===== src/shared/rtcap_cfg.svh =====
// register indices, field positions, reset values and timing counts of the reload timer
`ifndef RTCAP_CFG_SVH
`define RTCAP_CFG_SVH

// ***************************************************************************
// register indices (byte address is four times the index)
// ***************************************************************************
`define RTCAP_IDX_IRQ_ENABLE      10'h0a8
`define RTCAP_IDX_CLOCK_DIV_CTRL  10'h08e
`define RTCAP_IDX_TIMER_CONTROL   10'h0c8
`define RTCAP_IDX_RELOAD_LOW      10'h0ca
`define RTCAP_IDX_RELOAD_HIGH     10'h0cb
`define RTCAP_IDX_COUNT_LOW       10'h0cc
`define RTCAP_IDX_COUNT_HIGH      10'h0cd

// ***************************************************************************
// timer_control fields
// ***************************************************************************
`define RTCAP_TC_HIGH_OVF         7
`define RTCAP_TC_LOW_OVF          6
`define RTCAP_TC_LOW_IRQ_EN       5
`define RTCAP_TC_CAPTURE_EN       4
`define RTCAP_TC_SPLIT            3
`define RTCAP_TC_RUN              2
`define RTCAP_TC_CAP_CLK_SEL      1
`define RTCAP_TC_EXT_CLK_SEL      0

// ***************************************************************************
// other fields and reset values
// ***************************************************************************
`define RTCAP_CDC_HIGH_CLK_SEL    5
`define RTCAP_CDC_LOW_CLK_SEL     4
`define RTCAP_IE_TIMER            5
`define RTCAP_RESET_BYTE          8'h00

// ***************************************************************************
// clock division
// ***************************************************************************
`define RTCAP_SYS_DIV             4'd12
`define RTCAP_SLOW_DIV            3'd7

`endif


===== src/shared/rtcap_pkg.sv =====
// types of the reload timer with capture
`default_nettype none
package rtcap_pkg;
   typedef logic [7:0]  rtcap_byte_t;
   typedef logic [15:0] rtcap_word_t;
   typedef enum logic [2:0] {
      RTCAP_MODE_WIDE    = 3'b001,
      RTCAP_MODE_SPLIT   = 3'b010,
      RTCAP_MODE_CAPTURE = 3'b100
   } rtcap_mode_t;
endpackage : rtcap_pkg
`default_nettype wire


===== src/shared/rtcap_tick_if.sv =====
// one-cycle tick passed from a slow-clock divider to the timer core
`default_nettype none
interface rtcap_tick_if;
   logic tick;
   modport src (output tick);
   modport dst (input  tick);
endinterface : rtcap_tick_if
`default_nettype wire


===== src/hw/rtcap_timer.sv =====
// reload timer with capture: apb registers, clock selection, counters and flags
//
// Summary of operation
// - split bit selects two 8-bit or one 16-bit
// - 16-bit wrap loads both reload bytes
// - 16-bit overflow sets high overflow flag
// - 16-bit overflow requests interrupt when enabled
// - low byte wrap interrupts when low enable set
// - split bytes reload from their own registers
// - split: run gates high byte only
// - byte clock: system, divide 12, external/8
// - external divided clock synchronised before use
// - split: each byte wrap sets its flag
// - split: high wrap interrupts, low optionally
// - flags cleared only by software writes
// - capture copies counter, sets high flag
// - capture every eight slow clock cycles
`default_nettype none
`include "rtcap_cfg.svh"
module rtcap_timer (
   // clock and reset
   input  wire logic        pclk,
   input  wire logic        presetn,
   // apb slave
   input  wire logic        psel,
   input  wire logic        penable,
   input  wire logic        pwrite,
   input  wire logic [11:0] paddr,
   input  wire logic [31:0] pwdata,
   input  wire logic [3:0]  pstrb,
   output logic             pready,
   output logic             pslverr,
   output logic [31:0]      prdata,
   // slow clock inputs
   input  wire logic        ext_osc_clk,
   input  wire logic        rtc_clk,
   // interrupt request level
   output logic             timer_irq
);
   rtcap_pkg::rtcap_byte_t  timer_control_reg;
   rtcap_pkg::rtcap_byte_t  clock_div_ctrl_reg;
   rtcap_pkg::rtcap_byte_t  irq_enable_reg;
   rtcap_pkg::rtcap_byte_t  reload_low_reg;
   rtcap_pkg::rtcap_byte_t  reload_high_reg;
   rtcap_pkg::rtcap_byte_t  count_low_reg;
   rtcap_pkg::rtcap_byte_t  count_high_reg;
   rtcap_pkg::rtcap_byte_t  rdata_next;
   rtcap_pkg::rtcap_mode_t  mode;
   logic [3:0]              sys_div_reg;
   logic                    sys12_tick_reg;
   logic                    tick_low;
   logic                    tick_high;
   logic                    inc_low;
   logic                    inc_high;
   logic                    wrap_low;
   logic                    wrap_high;
   logic                    wrap_wide;
   logic                    capture_tick;
   logic                    capture_ev;
   logic                    set_high_flag;
   logic                    set_low_flag;
   logic [9:0]              reg_idx;
   logic                    mapped;
   logic                    wr_en;
   logic                    rd_setup;
   logic                    wr_timer_control;
   logic                    wr_clock_div_ctrl;
   logic                    wr_irq_enable;
   logic                    wr_reload_low;
   logic                    wr_reload_high;
   logic                    wr_count_low;
   logic                    wr_count_high;
   rtcap_tick_if            ext_tick ();
   rtcap_tick_if            rtc_tick ();

   // ************************************************************************
   // apb decode
   // ************************************************************************
   // the slave never waits: read data is captured in the setup cycle
   assign reg_idx  = paddr[11:2];
   assign mapped   = (paddr[1:0] == 2'b00) &&
                     (reg_idx == `RTCAP_IDX_IRQ_ENABLE    ||
                      reg_idx == `RTCAP_IDX_CLOCK_DIV_CTRL ||
                      reg_idx == `RTCAP_IDX_TIMER_CONTROL ||
                      reg_idx == `RTCAP_IDX_RELOAD_LOW    ||
                      reg_idx == `RTCAP_IDX_RELOAD_HIGH   ||
                      reg_idx == `RTCAP_IDX_COUNT_LOW     ||
                      reg_idx == `RTCAP_IDX_COUNT_HIGH);
   assign pready   = 1'b1;
   assign pslverr  = psel && penable && !mapped;
   assign wr_en    = psel && penable && pwrite && mapped && pstrb[0];
   assign rd_setup = psel && !penable && !pwrite;

   always_comb begin
      rdata_next = `RTCAP_RESET_BYTE;
      case (reg_idx)
         `RTCAP_IDX_IRQ_ENABLE:     rdata_next = irq_enable_reg;
         `RTCAP_IDX_CLOCK_DIV_CTRL: rdata_next = clock_div_ctrl_reg;
         `RTCAP_IDX_TIMER_CONTROL:  rdata_next = timer_control_reg;
         `RTCAP_IDX_RELOAD_LOW:     rdata_next = reload_low_reg;
         `RTCAP_IDX_RELOAD_HIGH:    rdata_next = reload_high_reg;
         `RTCAP_IDX_COUNT_LOW:      rdata_next = count_low_reg;
         `RTCAP_IDX_COUNT_HIGH:     rdata_next = count_high_reg;
         default:                   rdata_next = `RTCAP_RESET_BYTE;
      endcase
   end

   always_ff @(posedge pclk or negedge presetn) begin
      if (!presetn) begin
         prdata <= 32'h0000_0000;
      end else if (rd_setup) begin
         prdata <= {24'h00_0000, (paddr[1:0] == 2'b00) ? rdata_next : `RTCAP_RESET_BYTE};
      end
   end

   // ************************************************************************
   // write strobes
   // ************************************************************************
   assign wr_timer_control  = wr_en && (reg_idx == `RTCAP_IDX_TIMER_CONTROL);
   assign wr_clock_div_ctrl = wr_en && (reg_idx == `RTCAP_IDX_CLOCK_DIV_CTRL);
   assign wr_irq_enable     = wr_en && (reg_idx == `RTCAP_IDX_IRQ_ENABLE);
   assign wr_reload_low     = wr_en && (reg_idx == `RTCAP_IDX_RELOAD_LOW);
   assign wr_reload_high    = wr_en && (reg_idx == `RTCAP_IDX_RELOAD_HIGH);
   assign wr_count_low      = wr_en && (reg_idx == `RTCAP_IDX_COUNT_LOW);
   assign wr_count_high     = wr_en && (reg_idx == `RTCAP_IDX_COUNT_HIGH);

   // ************************************************************************
   // clock sources
   // ************************************************************************
   always_ff @(posedge pclk or negedge presetn) begin
      if (!presetn) begin
         sys_div_reg <= 4'h0;
      end else begin
         sys_div_reg <= (sys_div_reg == `RTCAP_SYS_DIV - 4'd1) ? 4'h0 : sys_div_reg + 4'h1;
      end
   end

   always_ff @(posedge pclk or negedge presetn) begin
      if (!presetn) begin
         sys12_tick_reg <= 1'b0;
      end else begin
         sys12_tick_reg <= (sys_div_reg == `RTCAP_SYS_DIV - 4'd1);
      end
   end

   rtcap_slow_tick u_ext_tick (
      .pclk     (pclk),
      .presetn  (presetn),
      .slow_clk (ext_osc_clk),
      .out      (ext_tick)
   );

   rtcap_slow_tick u_rtc_tick (
      .pclk     (pclk),
      .presetn  (presetn),
      .slow_clk (rtc_clk),
      .out      (rtc_tick)
   );

   // selected divided source, or every pclk when the byte's select bit is set
   assign tick_low  = clock_div_ctrl_reg[`RTCAP_CDC_LOW_CLK_SEL] ? 1'b1 :
                      (timer_control_reg[`RTCAP_TC_EXT_CLK_SEL] ? ext_tick.tick
                                                                : sys12_tick_reg);
   assign tick_high = clock_div_ctrl_reg[`RTCAP_CDC_HIGH_CLK_SEL] ? 1'b1 :
                      (timer_control_reg[`RTCAP_TC_EXT_CLK_SEL] ? ext_tick.tick
                                                                : sys12_tick_reg);

   // ************************************************************************
   // mode and counting
   // ************************************************************************
   // capture in split mode is left to software to avoid; it still captures
   always_comb begin
      if (timer_control_reg[`RTCAP_TC_SPLIT]) begin
         mode = rtcap_pkg::RTCAP_MODE_SPLIT;
      end else if (timer_control_reg[`RTCAP_TC_CAPTURE_EN]) begin
         mode = rtcap_pkg::RTCAP_MODE_CAPTURE;
      end else begin
         mode = rtcap_pkg::RTCAP_MODE_WIDE;
      end
   end

   always_comb begin
      inc_low  = 1'b0;
      inc_high = 1'b0;
      unique case (mode)
         rtcap_pkg::RTCAP_MODE_SPLIT: begin
            inc_low  = tick_low;
            inc_high = tick_high && timer_control_reg[`RTCAP_TC_RUN];
         end
         rtcap_pkg::RTCAP_MODE_WIDE,
         rtcap_pkg::RTCAP_MODE_CAPTURE: begin
            inc_low  = tick_low && timer_control_reg[`RTCAP_TC_RUN];
            inc_high = inc_low && (count_low_reg == 8'hff);
         end
      endcase
   end

   assign wrap_low  = inc_low && (count_low_reg == 8'hff);
   assign wrap_high = inc_high && (count_high_reg == 8'hff);
   assign wrap_wide = (mode != rtcap_pkg::RTCAP_MODE_SPLIT) && wrap_high;

   // a software write to a count byte wins over counting in that cycle
   always_ff @(posedge pclk or negedge presetn) begin
      if (!presetn) begin
         count_low_reg <= `RTCAP_RESET_BYTE;
      end else if (wr_count_low) begin
         count_low_reg <= pwdata[7:0];
      end else if (wrap_wide) begin
         count_low_reg <= reload_low_reg;
      end else if (wrap_low && mode == rtcap_pkg::RTCAP_MODE_SPLIT) begin
         count_low_reg <= reload_low_reg;
      end else if (inc_low) begin
         count_low_reg <= count_low_reg + 8'h01;
      end
   end

   always_ff @(posedge pclk or negedge presetn) begin
      if (!presetn) begin
         count_high_reg <= `RTCAP_RESET_BYTE;
      end else if (wr_count_high) begin
         count_high_reg <= pwdata[7:0];
      end else if (wrap_high) begin
         count_high_reg <= reload_high_reg;
      end else if (inc_high) begin
         count_high_reg <= count_high_reg + 8'h01;
      end
   end

   // ************************************************************************
   // capture and reload registers
   // ************************************************************************
   assign capture_tick = timer_control_reg[`RTCAP_TC_CAP_CLK_SEL] ? ext_tick.tick
                                                                 : rtc_tick.tick;
   assign capture_ev   = timer_control_reg[`RTCAP_TC_CAPTURE_EN] && capture_tick;

   // a capture wins over a software write to the reload bytes
   always_ff @(posedge pclk or negedge presetn) begin
      if (!presetn) begin
         reload_low_reg <= `RTCAP_RESET_BYTE;
      end else if (capture_ev) begin
         reload_low_reg <= count_low_reg;
      end else if (wr_reload_low) begin
         reload_low_reg <= pwdata[7:0];
      end
   end

   always_ff @(posedge pclk or negedge presetn) begin
      if (!presetn) begin
         reload_high_reg <= `RTCAP_RESET_BYTE;
      end else if (capture_ev) begin
         reload_high_reg <= count_high_reg;
      end else if (wr_reload_high) begin
         reload_high_reg <= pwdata[7:0];
      end
   end

   // ************************************************************************
   // control and flags
   // ************************************************************************
   assign set_high_flag = wrap_high || capture_ev;
   assign set_low_flag  = wrap_low;

   // hardware only ever sets the flags; a set in the clearing cycle survives
   always_ff @(posedge pclk or negedge presetn) begin
      if (!presetn) begin
         timer_control_reg <= `RTCAP_RESET_BYTE;
      end else begin
         if (wr_timer_control) begin
            timer_control_reg <= pwdata[7:0];
         end
         if (set_high_flag) begin
            timer_control_reg[`RTCAP_TC_HIGH_OVF] <= 1'b1;
         end
         if (set_low_flag) begin
            timer_control_reg[`RTCAP_TC_LOW_OVF] <= 1'b1;
         end
      end
   end

   always_ff @(posedge pclk or negedge presetn) begin
      if (!presetn) begin
         clock_div_ctrl_reg <= `RTCAP_RESET_BYTE;
      end else if (wr_clock_div_ctrl) begin
         clock_div_ctrl_reg <= pwdata[7:0];
      end
   end

   always_ff @(posedge pclk or negedge presetn) begin
      if (!presetn) begin
         irq_enable_reg <= `RTCAP_RESET_BYTE;
      end else if (wr_irq_enable) begin
         irq_enable_reg <= pwdata[7:0];
      end
   end

   // ************************************************************************
   // interrupt request
   // ************************************************************************
   // level request that stays up until software clears the flags or their enable bits
   assign timer_irq = irq_enable_reg[`RTCAP_IE_TIMER] &&
                      (timer_control_reg[`RTCAP_TC_HIGH_OVF] ||
                       (timer_control_reg[`RTCAP_TC_LOW_IRQ_EN] &&
                        timer_control_reg[`RTCAP_TC_LOW_OVF]));
endmodule : rtcap_timer
`default_nettype wire


===== src/hw/rtcap_slow_tick.sv =====
// synchroniser, falling-edge detect and divide-by-eight for one slow clock input
`default_nettype none
`include "rtcap_cfg.svh"
module rtcap_slow_tick (
   // clock and reset
   input  wire logic pclk,
   input  wire logic presetn,
   // slow clock seen as a level
   input  wire logic slow_clk,
   // tick towards the core
   rtcap_tick_if.src out
);
   logic       sync1_reg;
   logic       sync2_reg;
   logic       prev_reg;
   logic [2:0] div_reg;
   logic       tick_reg;

   // ************************************************************************
   // synchroniser
   // ************************************************************************
   // the slow clock is unrelated to pclk, so it is sampled twice first
   always_ff @(posedge pclk or negedge presetn) begin
      if (!presetn) begin
         sync1_reg <= 1'b0;
         sync2_reg <= 1'b0;
         prev_reg  <= 1'b0;
      end else begin
         sync1_reg <= slow_clk;
         sync2_reg <= sync1_reg;
         prev_reg  <= sync2_reg;
      end
   end

   // ************************************************************************
   // divide by eight
   // ************************************************************************
   always_ff @(posedge pclk or negedge presetn) begin
      if (!presetn) begin
         div_reg  <= 3'h0;
         tick_reg <= 1'b0;
      end else begin
         tick_reg <= 1'b0;
         if (prev_reg && !sync2_reg) begin
            div_reg  <= div_reg + 3'h1;
            tick_reg <= (div_reg == `RTCAP_SLOW_DIV);
         end
      end
   end

   assign out.tick = tick_reg;
endmodule : rtcap_slow_tick
`default_nettype wire


===== config.mk =====
export PLATFORM = sky130hd
export DESIGN_NAME = rtcap_timer
export DESIGN_NICKNAME = d
export VERILOG_FILES = /design/src/shared/rtcap_pkg.sv /design/src/shared/rtcap_tick_if.sv /design/src/hw/rtcap_timer.sv /design/src/hw/rtcap_slow_tick.sv
export VERILOG_INCLUDE_DIRS = /design/src /design/src/shared
export SDC_FILE = /design/constraint.sdc
export NUM_CORES = 1
export LEC_CHECK = 0
export CORE_MARGIN = 2
export CORE_UTILIZATION = 61
export DETAILED_ROUTE_END_ITERATION = 8
export DONT_BUFFER_PORTS = 1
export GPL_TIMING_DRIVEN = 1
export PLACE_DENSITY_LB_ADDON = 0.05
export SETUP_SLACK_MARGIN = 0.5
export SLEW_MARGIN = 10
export SYNTH_ARGS = -nofsm -noshare
export SYNTH_HDL_FRONTEND = slang
export SYNTH_HIERARCHICAL = 1
export SYNTH_SLANG_ARGS = --single-unit

===== constraint.sdc =====
create_clock -name pclk -period 2.8 [get_ports pclk]
set_input_delay 0.28 -clock pclk [delete_from_list [all_inputs] [get_ports pclk]]
set_output_delay 0.28 -clock pclk [all_outputs]
set_load 0.03 [all_outputs]

==> impl_metrics.json <==
{
  "status": "finished, final reports clean",
  "io_pins": 90,
  "slew_headroom": 0.488,
  "r2r_end": "count_high_reg[1]",
  "cp-start-kind": "register",
  "rsz0062_at_grt": "no",
  "antenna_left": 0,
  "cts_buffer_depth": 2,
  "tritoncts": "done",
  "yosysUniqueCellTypes": 63,
  "die_area_um2": 8540,
  "path_class": "register to register",
  "drt-wirelength-per-cell_um": 19.6,
  "pwr-share-seq": 0.515,
  "power_density_nw_per_um2": 498,
  "synth.avg_cell_area_um2": 10.3,
  "num-nets-final": 524,
  "layout-drive-gt1-share": 0.163,
  "numCtsBuffers": 9,
  "drc": 0,
  "port_buffers": 0,
  "firstDrtPassIters": 5,
  "final_cells": 569,
  "cp_data_required_time_ps": 3020,
  "p_sw_frac": 0.248,
  "vias": 3581,
  "worst_pin_slew_ps": 768,
  "hold_path_depth": 2,
  "combPwrFrac": 0.100,
  "place.gp.congestion": 0.901,
  "synth_top_area_frac": 0.436,
  "p_sw_uw": 618,
  "seq_area_frac_synth": 0.436,
  "critPathMaxFanout": 10,
  "setup_violations": 0,
  "antenna_found_initial": 0,
  "n_antenna_cell": 0,
  "synth-edff-count": 0,
  "intPower_uw": 1870,
  "via_per_inst": 6.29,
  "hold_class": "primary input to register",
  "clk_pin_slew_ps": 90,
  "cts-root-buf": "clkbuf_8",
  "setup_slack_ps": 634,
  "hp-start": "pwdata[4]",
  "dpl_worst_slack_ps": 470,
  "final.setup.tns_ps": 0,
  "clkPwrFrac": 0.385,
  "ys_top_cells_by_area": "dfrtp_1 44%, mux2i_1 7.1%, mux2_2 6.1%",
  "skew_ps": 12.0,
  "hpwlAfterDp_um": 7760,
  "clock-sinks": 83,
  "track_usage": 0.268,
  "clock_latency_ps": 360,
  "r2r-start": "count_high_reg[0]",
  "dp_cells": 549,
  "drt_iter0_markers": 257,
  "min_period_ps": 2170,
  "hold_viol": 0,
  "grt_pass1_wl_um": 17300,
  "num_rows": 32,
  "coreArea_um2": 7650,
  "ir_drop_mv": 0.341,
  "finalCritPeriodShare": 0.774,
  "synth_top_cell_by_area": "dfrtp_1",
  "slew_violations": 0,
  "synthTopCellsByCount": "83 x dfrtp_1, 39 x nand2_1, 34 x mux2i_1, 29 x a21oi_1",
  "yosysMostFrequentCell": "dfrtp_1",
  "grt_max_degree": 84,
  "dieHeight_um": 92.4,
  "yosys_register_bits": 83,
  "synthesis.instances": 464,
  "area_delta_synth_final_pct": 4.99,
  "regToRegSetupSlack_ps": 630,
  "dominantRegCellSynth": "dfrtp_1",
  "grt.overflow.total": 0,
  "reg2regPathDepth": 6,
  "hold_end": "count_high_reg[4]",
  "start_util": 0.623,
  "p_leak_uw": 0.00234,
  "async_flop_share": 1.00,
  "critPathCaptureType": "register",
  "cp_data_arrival_time_ps": 2390,
  "wirelength_um": 11100,
  "dieWidth_um": 92.4,
  "cap_viol_max_count": 0,
  "yosys_warnings": 6,
  "grt_pass1_vias": 3273,
  "htreeDepth": 3,
  "synth_area_um2": 4770,
  "clock.fmax_mhz": 462
}
[power by group through the flow]
stage / combinational [uW] / sequential, uW / clock, uW
floorplan: 235 / 1300 / 0
global placement: 212 / 1300 / 0
detailed placement: 217 / 1310 / 0
CTS: 253 / 1280 / 969
global route: 280 / 1290 / 1020
finish: 249 / 1280 / 958
[worst max-delay path, cell delays in order (launching register included)]
cell,delay (ps)
dfrtp_1,520
ha_2,330
and3_1,220
and2_1,360
mux2_2,380
mux2i_1,130
o21ai_0,90
[worst max path at each step]
stage               slack [ps]  cells past startpoint                end         startpoint
CTS                        560                      6   count_low_reg[6]  count_high_reg[0]
global route               500                      6   count_low_reg[4]   count_low_reg[0]
finish                     630                      6  count_high_reg[1]  count_high_reg[0]
floorplan                  850                      7   count_low_reg[6]  count_high_reg[0]
detailed placement         470                      6   count_low_reg[6]  count_high_reg[0]
global placement           530                      6   count_low_reg[6]  count_high_reg[0]
[kinds of logic after synthesis]
group,share of synthesized area
and+or+nand+nor,0.152
buffers and inverters,0.0683
xor gates and xnor gates,0.00919
adders and majority gates,0.0184
DFF,0.436
AOI/OAI and AO/OA,0.169
muxes,0.145
other,0.00158
[repair_timing]
item / 4_1_cts / 5_1_grt
endpoints found under the setup margin: 1 / 2
gates cloned: 0 / 0
hold endpoints to repair: 85 / 0
setup buffers: 0 / 0
hold buffers: 4 / 0
gates resized for setup: 2 / 1
[cell type report]
cell class / count / area (um2)
Timing Repair Buffer: 12 / 118
Sequential cell: 83 / 2080
Inverter: 3 / 11.3
Tap cell: 102 / 128
Multi-Input combinational cell: 353 / 2450
Clock inverter: 6 / 88.8
Clock buffer: 10 / 128
Fill cell: 639 / 2640
[cell usage in the layout (no fill, tap or decap), drive strengths merged, types with 4 or more instances in the layout]
cell | netlist | routed
and2 | 5 | 5
and4 | 4 | 4
conb | 2 | 25
o31ai | 6 | 6
a31oi | 6 | 6
dfrtp | 83 | 83
nor2 | 30 | 30
nand4 | 4 | 4
nand3 | 10 | 10
nand3b | 4 | 4
and3 | 5 | 5
ha | 7 | 7
a221oi | 5 | 5
nor3 | 9 | 9
o21ai | 28 | 28
a22oi | 8 | 8
nor2b | 10 | 10
mux2i | 34 | 34
mux2 | 30 | 30
a22o | 9 | 9
buf | 39 | 9
inv | 3 | 4
nand2b | 4 | 4
nand2 | 39 | 39
clkbuf | 9 | 10
a21oi | 29 | 29
[per-stage QoR]
step	hold slack, ps	area, um2	total power, uW	util
after detailed placement	-13.6	4730	1530	0.618
after global routing	41.9	5000	2580	0.654
after global placement	-13.7	4730	1520	0.618
final	31.1	5000	2490	0.654
after floorplan	-15.6	4850	1530	-
after CTS	27.0	5000	2500	0.654
[layer usage]
layer | GRT usage | routed length (um)
met4 | 0.108 | 206
met5 | 0 | 0
met1 | 0.381 | 5010
met3 | 0.0342 | 754
met2 | 0.418 | 5170
Note: power is estimated with default switching activity, not from simulation.
